File: src/bmx_map.svh
// Purpose: Named encodings, field positions and reset values of the byte move/inc/or executor
// Assumes: 14-bit instruction words, 7-bit file addresses, 8-bit data
// Notes: Definitions only
`ifndef BMX_MAP_SVH
`define BMX_MAP_SVH

// Instruction field positions
`define BMX_INSTR_W 14
`define BMX_OPC6_HI 13
`define BMX_OPC6_LO 8
`define BMX_OPC4_HI 13
`define BMX_OPC4_LO 10
`define BMX_DEST_BIT 7
`define BMX_FADDR_HI 6
`define BMX_FADDR_LO 0
`define BMX_LIT_HI 7
`define BMX_LIT_LO 0

// Six-bit opcodes of byte-oriented instructions
`define BMX_OPC_INC 6'h0a
`define BMX_OPC_OR 6'h04
`define BMX_OPC_MOVE 6'h08
`define BMX_OPC_STORE 6'h00
// Four-bit opcode of the literal load, two don't-care bits follow
`define BMX_OPC_LIT 4'hc

// Destination bit values
`define BMX_DEST_WORK 1'h0
`define BMX_DEST_FILE 1'h1

// Arithmetic and reset constants
`define BMX_ONE 8'h01
`define BMX_ZERO 8'h00
`define BMX_W_RST 8'h00
`define BMX_Z_RST 1'h0
`define BMX_ADDR_RST 7'h00

`endif

File: src/bmx_pkg.sv
// Purpose: Types shared by the byte move/inc/or executor
// Assumes: Nothing beyond the map header
// Notes: Types only
`default_nettype none
package bmx_pkg;

  typedef enum logic [2:0] {
    BMX_OP_NONE = 3'h0,
    BMX_OP_INC = 3'h1,
    BMX_OP_OR = 3'h2,
    BMX_OP_MOVE = 3'h3,
    BMX_OP_STORE = 3'h4,
    BMX_OP_LIT = 3'h5
  } bmx_op_t;

  // Gray codes along idle -> exec -> idle
  typedef enum logic [1:0] {
    BMX_ST_IDLE = 2'h0,
    BMX_ST_EXEC = 2'h1
  } bmx_state_t;

  typedef struct packed {
    bmx_state_t state;
    logic [7:0] w;
    logic z;
    logic z_upd;
    logic wr_en;
    logic [6:0] wr_addr;
    logic [7:0] wr_data;
    logic done;
    logic illegal;
    bmx_op_t last_op;
  } bmx_regs_t;

endpackage
`default_nettype wire

File: src/bmx_decode.sv
// Purpose: Opcode decode for the byte move/inc/or executor
// Assumes: Instruction word is stable while valid
// Notes: Purely combinational
`timescale 1ns/10ps
`default_nettype none
`include "bmx_map.svh"

module bmx_decode
(
  // Instruction
  input wire logic [13:0] instr,
  // Decoded fields
  output bmx_pkg::bmx_op_t op,
  output logic dest_file,
  output logic [6:0] faddr,
  output logic [7:0] literal
);
  import bmx_pkg::*;

  logic [5:0] opc6;
  logic [3:0] opc4;

  assign opc6 = instr[`BMX_OPC6_HI:`BMX_OPC6_LO];
  assign opc4 = instr[`BMX_OPC4_HI:`BMX_OPC4_LO];
  assign faddr = instr[`BMX_FADDR_HI:`BMX_FADDR_LO];
  assign literal = instr[`BMX_LIT_HI:`BMX_LIT_LO];
  assign dest_file = instr[`BMX_DEST_BIT];

  always_comb
  begin
    op = BMX_OP_NONE;
    if (opc4 == `BMX_OPC_LIT)
    begin
      op = BMX_OP_LIT;
    end
    else
    begin
      case (opc6)
        `BMX_OPC_INC: op = BMX_OP_INC;
        `BMX_OPC_OR: op = BMX_OP_OR;
        `BMX_OPC_MOVE: op = BMX_OP_MOVE;
        `BMX_OPC_STORE: op = instr[`BMX_DEST_BIT] ? BMX_OP_STORE : BMX_OP_NONE;
        default: op = BMX_OP_NONE;
      endcase
    end
  end

endmodule // bmx_decode
`default_nettype wire

File: src/bmx_exec.sv
// Purpose: Executes increment, OR with file, move from file, move to file and literal load
// Assumes: File register read data is valid combinationally for file_rd_addr
// Notes: One instruction per cycle; results appear at the edge after the request
//
// What this block does
// - Increment addressed file value, send sum to destination, update zero flag.
// - OR working register with addressed file value, result to destination, update zero.
// - Destination bit 0 writes working register; 1 writes the addressed file register.
// - Move file value to destination, zero flag from value; one word, one cycle.
// - Store working register to addressed file register; flags untouched; one cycle.
`timescale 1ns/10ps
`default_nettype none
`include "bmx_map.svh"

module bmx_exec
(
  // Clock and reset
  input wire logic ref_clk,
  input wire logic rst_b,
  // Instruction request
  input wire logic instr_valid,
  input wire logic [13:0] instr,
  // File register read port
  output logic [6:0] file_rd_addr,
  input wire logic [7:0] file_rd_data,
  // File register write port
  output logic file_wr_en,
  output logic [6:0] file_wr_addr,
  output logic [7:0] file_wr_data,
  // Status
  output logic [7:0] work_reg,
  output logic zero_flag,
  output logic zero_upd,
  output logic done,
  output logic illegal_op,
  output bmx_pkg::bmx_op_t last_op
);
  import bmx_pkg::*;

  bmx_regs_t cur_r;
  bmx_regs_t cur_nxt;

  bmx_op_t op;
  logic dest_file;
  logic [6:0] faddr;
  logic [7:0] literal;

  logic [7:0] result;
  logic result_valid;
  logic result_sets_z;

  function automatic logic is_zero(input logic [7:0] v);
    is_zero = (v == `BMX_ZERO);
  endfunction

  bmx_decode u_decode
  (
    .instr(instr),
    .op(op),
    .dest_file(dest_file),
    .faddr(faddr),
    .literal(literal)
  );

  // Read address follows the instruction
  assign file_rd_addr = faddr;

  // Result computation
  always_comb
  begin
    result = `BMX_ZERO;
    result_valid = 1'b0;
    result_sets_z = 1'b0;
    case (op)
      BMX_OP_INC:
      begin
        result = file_rd_data + `BMX_ONE;
        result_valid = 1'b1;
        result_sets_z = 1'b1;
      end
      BMX_OP_OR:
      begin
        result = cur_r.w | file_rd_data;
        result_valid = 1'b1;
        result_sets_z = 1'b1;
      end
      BMX_OP_MOVE:
      begin
        result = file_rd_data;
        result_valid = 1'b1;
        result_sets_z = 1'b1;
      end
      BMX_OP_STORE:
      begin
        result = cur_r.w;
        result_valid = 1'b1;
        result_sets_z = 1'b0;
      end
      BMX_OP_LIT:
      begin
        result = literal;
        result_valid = 1'b1;
        result_sets_z = 1'b0;
      end
      default:
      begin
        result = `BMX_ZERO;
        result_valid = 1'b0;
        result_sets_z = 1'b0;
      end
    endcase
  end

  // Next state
  always_comb
  begin
    cur_nxt = cur_r;
    cur_nxt.wr_en = 1'b0;
    cur_nxt.z_upd = 1'b0;
    cur_nxt.done = 1'b0;
    cur_nxt.illegal = 1'b0;
    case (cur_r.state)
      BMX_ST_IDLE, BMX_ST_EXEC:
      begin
        if (instr_valid)
        begin
          cur_nxt.state = BMX_ST_EXEC;
          cur_nxt.last_op = op;
          if (result_valid)
          begin
            cur_nxt.done = 1'b1;
            if (op == BMX_OP_STORE)
            begin
              cur_nxt.wr_en = 1'b1;
              cur_nxt.wr_addr = faddr;
              cur_nxt.wr_data = result;
            end
            else if (op == BMX_OP_LIT)
            begin
              cur_nxt.w = result;
            end
            else if (dest_file == `BMX_DEST_FILE)
            begin
              cur_nxt.wr_en = 1'b1;
              cur_nxt.wr_addr = faddr;
              cur_nxt.wr_data = result;
            end
            else
            begin
              cur_nxt.w = result;
            end
            if (result_sets_z)
            begin
              cur_nxt.z = is_zero(result);
              cur_nxt.z_upd = 1'b1;
            end
          end
          else
          begin
            cur_nxt.illegal = 1'b1;
          end
        end
        else
        begin
          cur_nxt.state = BMX_ST_IDLE;
        end
      end
      default:
      begin
        cur_nxt.state = BMX_ST_IDLE;
      end
    endcase
  end

  // State register
  always_ff @(posedge ref_clk)
  begin
    if (!rst_b)
    begin
      cur_r.state <= BMX_ST_IDLE;
      cur_r.w <= `BMX_W_RST;
      cur_r.z <= `BMX_Z_RST;
      cur_r.z_upd <= 1'b0;
      cur_r.wr_en <= 1'b0;
      cur_r.wr_addr <= `BMX_ADDR_RST;
      cur_r.wr_data <= `BMX_ZERO;
      cur_r.done <= 1'b0;
      cur_r.illegal <= 1'b0;
      cur_r.last_op <= BMX_OP_NONE;
    end
    else
    begin
      cur_r <= cur_nxt;
    end
  end

  // Outputs
  assign file_wr_en = cur_r.wr_en;
  assign file_wr_addr = cur_r.wr_addr;
  assign file_wr_data = cur_r.wr_data;
  assign work_reg = cur_r.w;
  assign zero_flag = cur_r.z;
  assign zero_upd = cur_r.z_upd;
  assign done = cur_r.done;
  assign illegal_op = cur_r.illegal;
  assign last_op = cur_r.last_op;

endmodule // bmx_exec
`default_nettype wire

File: config.mk
export PLATFORM = sky130hd
export DESIGN_NAME = bmx_exec
export DESIGN_NICKNAME = d
export VERILOG_FILES = /design/src/bmx_pkg.sv /design/src/bmx_decode.sv /design/src/bmx_exec.sv
export VERILOG_INCLUDE_DIRS = /design/src
export SDC_FILE = /design/constraint.sdc
export NUM_CORES = 1
export LEC_CHECK = 0
export ABC_CLOCK_PERIOD_IN_PS = 2050
export BUFFER_PORTS_ARGS = -buffer_cell sky130_fd_sc_hd__buf_2
export CORE_MARGIN = 2
export CORE_UTILIZATION = 44
export DETAILED_ROUTE_END_ITERATION = 8
export PLACE_DENSITY = 0.82
export RECOVER_POWER = 100
export SETUP_SLACK_MARGIN = 0.5
export SYNTH_ARGS = -nofsm -noshare
export SYNTH_HDL_FRONTEND = slang
export SYNTH_SLANG_ARGS = --single-unit
File: constraint.sdc
create_clock -name ref_clk -period 2.05 [get_ports ref_clk]
set_input_delay 0.3075 -clock ref_clk [delete_from_list [all_inputs] [get_ports ref_clk]]
set_output_delay 0.3075 -clock ref_clk [all_outputs]
set_load 0.01 [all_outputs]
==> impl_metrics.json <==
{
  "status": "completed",
  "synth_compound_area_share_pct": 23.4,
  "ant_nets": 0,
  "cp.required_ns": 2.26,
  "start_util_pct": 45.7,
  "antenna_found_initial": 0,
  "crit_end": "file_wr_data[5]$_SDFFE_PN0P_",
  "crit_path_start_kind": "input pin",
  "critPathMaxStageDelay_ns": 0.56,
  "wl_per_cell_um": 15.9,
  "period_share_pct": 97.0,
  "clk_latency_ns": 0.29,
  "crit_slowest_cell": "or4_4",
  "arrival_ns": 2.20,
  "drc": 0,
  "dpl_cell_area_mm2": 0.00219,
  "syn_inst": 189,
  "htree_num_levels": 2,
  "n_fill_cell": 312,
  "synth-edff-count": 0,
  "stdcell_area_mm2": 0.00247,
  "layout_commonest_cell": "clkbuf_1",
  "r2r_start": "work_reg[2]$_SDFFE_PN0P_",
  "ir_worst_vdd_mv": 0.526,
  "grt_pass1_wl_um": 7980,
  "setup_viol": 0,
  "synth_area_mm2": 0.00167,
  "async_flop_share_pct": 0,
  "die_y_um": 65.6,
  "via_per_inst": 5.62,
  "diodes": 0,
  "routed_wl_um": 5240,
  "clockBufferDepth": 2,
  "syn_to_final_growth_pct": 47.9,
  "synth.distinct_cells": 49,
  "crit_path_cell_trace": "buf_6 -> or4_4 -> nor4b_4 -> nor2b_2 -> nor4b_4 -> buf_6 -> buf_12 -> nor2_4 -> a211oi_2",
  "p_leak_uw": 0.000952,
  "ff2ff_path_depth": 6,
  "core_mm2": 0.00366,
  "gp_congestion": 0.857,
  "dr_total_vias": 1856,
  "startpoint": "instr[9]",
  "path_depth": 9,
  "synthXorXnorAreaFrac_pct": 1.57,
  "cts_num_sinks": 31,
  "grt_remaining_overflow": 0,
  "rsz0062_at_grt": "yes",
  "synthAdderAreaFrac_pct": 0.749,
  "hold_viol": 0,
  "synthMuxAreaShare_pct": 5.39,
  "yosys_warnings": 0,
  "syn_nets": 215,
  "cts_buffers": 5,
  "cts.clk_slew.worst_paths_ns": 0.07,
  "ys_seq_elements": 31,
  "crit_family": "simple AND/OR/NAND/NOR gates",
  "r2r_slack_ns": 0.38,
  "min_path_type": "in -> reg",
  "finalNetCount": 307,
  "ys_top_cells_by_area": "dfxtp_1 37%, nor2_1 5.6%, mux2i_1 5.4%",
  "place.port_buffers": 62,
  "critPathKind": "in -> reg",
  "ios": 63,
  "cap_viol_max_count": 0,
  "synth-main-ff-cell": "dfxtp_1",
  "dpl.hpwl_um": 3470,
  "tightest_slew_ns": 0.502,
  "drive_gt1_share_pct": 36.2,
  "min_period_ns": 1.99,
  "slew_viol_final": 0,
  "die_x_um": 65.6,
  "hold_slack_ns": 0.285,
  "finalClockSkew_ns": 0.00479,
  "setup_slack_ns": 0.0606,
  "die_area_mm2": 0.00431,
  "fin_util_pct": 67.5,
  "tritoncts": "built",
  "ys_seq_area_share_pct": 37.1,
  "path_max_fanout": 10,
  "dr.pass1.iters": 4,
  "synth.top_cell.area_share_pct": 37.1,
  "pre_cts_ws_ns": -0.240,
  "grt_max_degree": 25,
  "synth_top_family_by_area": "simple AND/OR/NAND/NOR gates",
  "r2r_end": "zero_flag$_SDFFE_PN0P_",
  "timing.fmax_mhz": 503,
  "slew_headroom_pct": 66.3,
  "yosys.area_share.simple_pct": 24.8,
  "critPathCaptureType": "flop",
  "synth.avg_cell_area_um2": 8.84,
  "layout_common_cells": "38 x clkbuf_1, 31 x dfxtp_1, 26 x buf_4",
  "grt_pass1_vias": 1684,
  "cp.buffers_inverters": 3,
  "rows": 22,
  "power_density_mw_per_mm2": 555,
  "setup_tns_ns": 0,
  "yosys.area.top_type": "dfxtp_1",
  "clockRootBuffer": "clkbuf_8",
  "drt-initial-drc-count": 144,
  "grt.total_usage_pct": 23.8
}
[synthesized netlist by cell type, drive strengths merged, types with 2 or more instances]
cell type  instances
dfxtp             31
nor2              29
a211oi            13
nand2             12
a21oi             11
buf               10
mux2i              9
o21ai              7
nand3              6
clkbuf             5
inv                5
a221oi             3
a32oi              3
nor3               3
o211ai             3
o21a               3
or4                3
a21o               2
a22oi              2
and2               2
and3b              2
nand2b             2
nand3b             2
nor4b              2
xor2               2
[layer usage]
layer,up-vias,routed length [um],part of all wire (%),track usage (%)
met2,93,2530,48,38.3
met4,0,139,2.7,9.11
li1,877,-,-,-
met1,872,2180,42,30.4
met3,14,395,7.5,6.16
met5,-,0,0,0
[through the flow]
| stage | std cells | power (uW) |
|---|---|---|
| floorplan | 189 | 731 |
| global placement | 312 | 815 |
| detailed placement | 312 | 819 |
| CTS | 326 | 1370 |
| global route | 330 | 1420 |
| finish | 330 | 1370 |
[kinds of logic after synthesis]
family	Yosys count
flip-flops	31
XOR/XNOR	3
multiplexers	9
AND/OR/NAND/NOR	72
buffers and inverters	20
AO/OA/AOI/OAI	53
adder cells (fa/ha/maj)	1
[what timing repair did]
item / in CTS / in global routing
gates resized for setup: 19 / 15
endpoints found under the setup margin: 25 / 27
pin swaps: 17 / 17
hold buffers: 0 / 0
buffers inserted: 6 / 4
[report_power, final]
group	internal (uW)	switching (uW)	leakage [uW]	total [uW]
clock	305	233	0.0000505	538
sequential	612	6.27	0.000251	618
combinational	94.7	122	0.000651	217
[cell type report]
class                   instances  area [um2]  area share (%)
clock buffers                   7        96.3            3.90
clock inverters                 1        7.51           0.304
inverters                       5        18.8           0.759
multi-input cells             138        1040            42.2
flip-flops and latches         31         621            25.1
well taps                      48        60.1            2.43
repair buffers                100         627            25.4
[worst min-delay path by stage]
stage | start | end | slack (ns) | cells after the start
after floorplan | instr_valid | last_op[2]$_SDFFE_PN0P_ | 0.41 | 1
after global placement | last_op[1]$_SDFFE_PN0P_ | last_op[1]$_SDFFE_PN0P_ | 0.46 | 2
after detailed placement | last_op[1]$_SDFFE_PN0P_ | last_op[1]$_SDFFE_PN0P_ | 0.46 | 2
after CTS | instr[3] | file_wr_addr[3]$_SDFFE_PN0P_ | 0.29 | 3
after global routing | instr[1] | file_wr_addr[1]$_SDFFE_PN0P_ | 0.31 | 3
final | instr[3] | file_wr_addr[3]$_SDFFE_PN0P_ | 0.28 | 3
[worst min-delay path: stages]
cell and delay, ns:
buf_2 0.10, mux2i_1 0.06, nor2_1 0.07
Power figures use the tool's default switching activity.
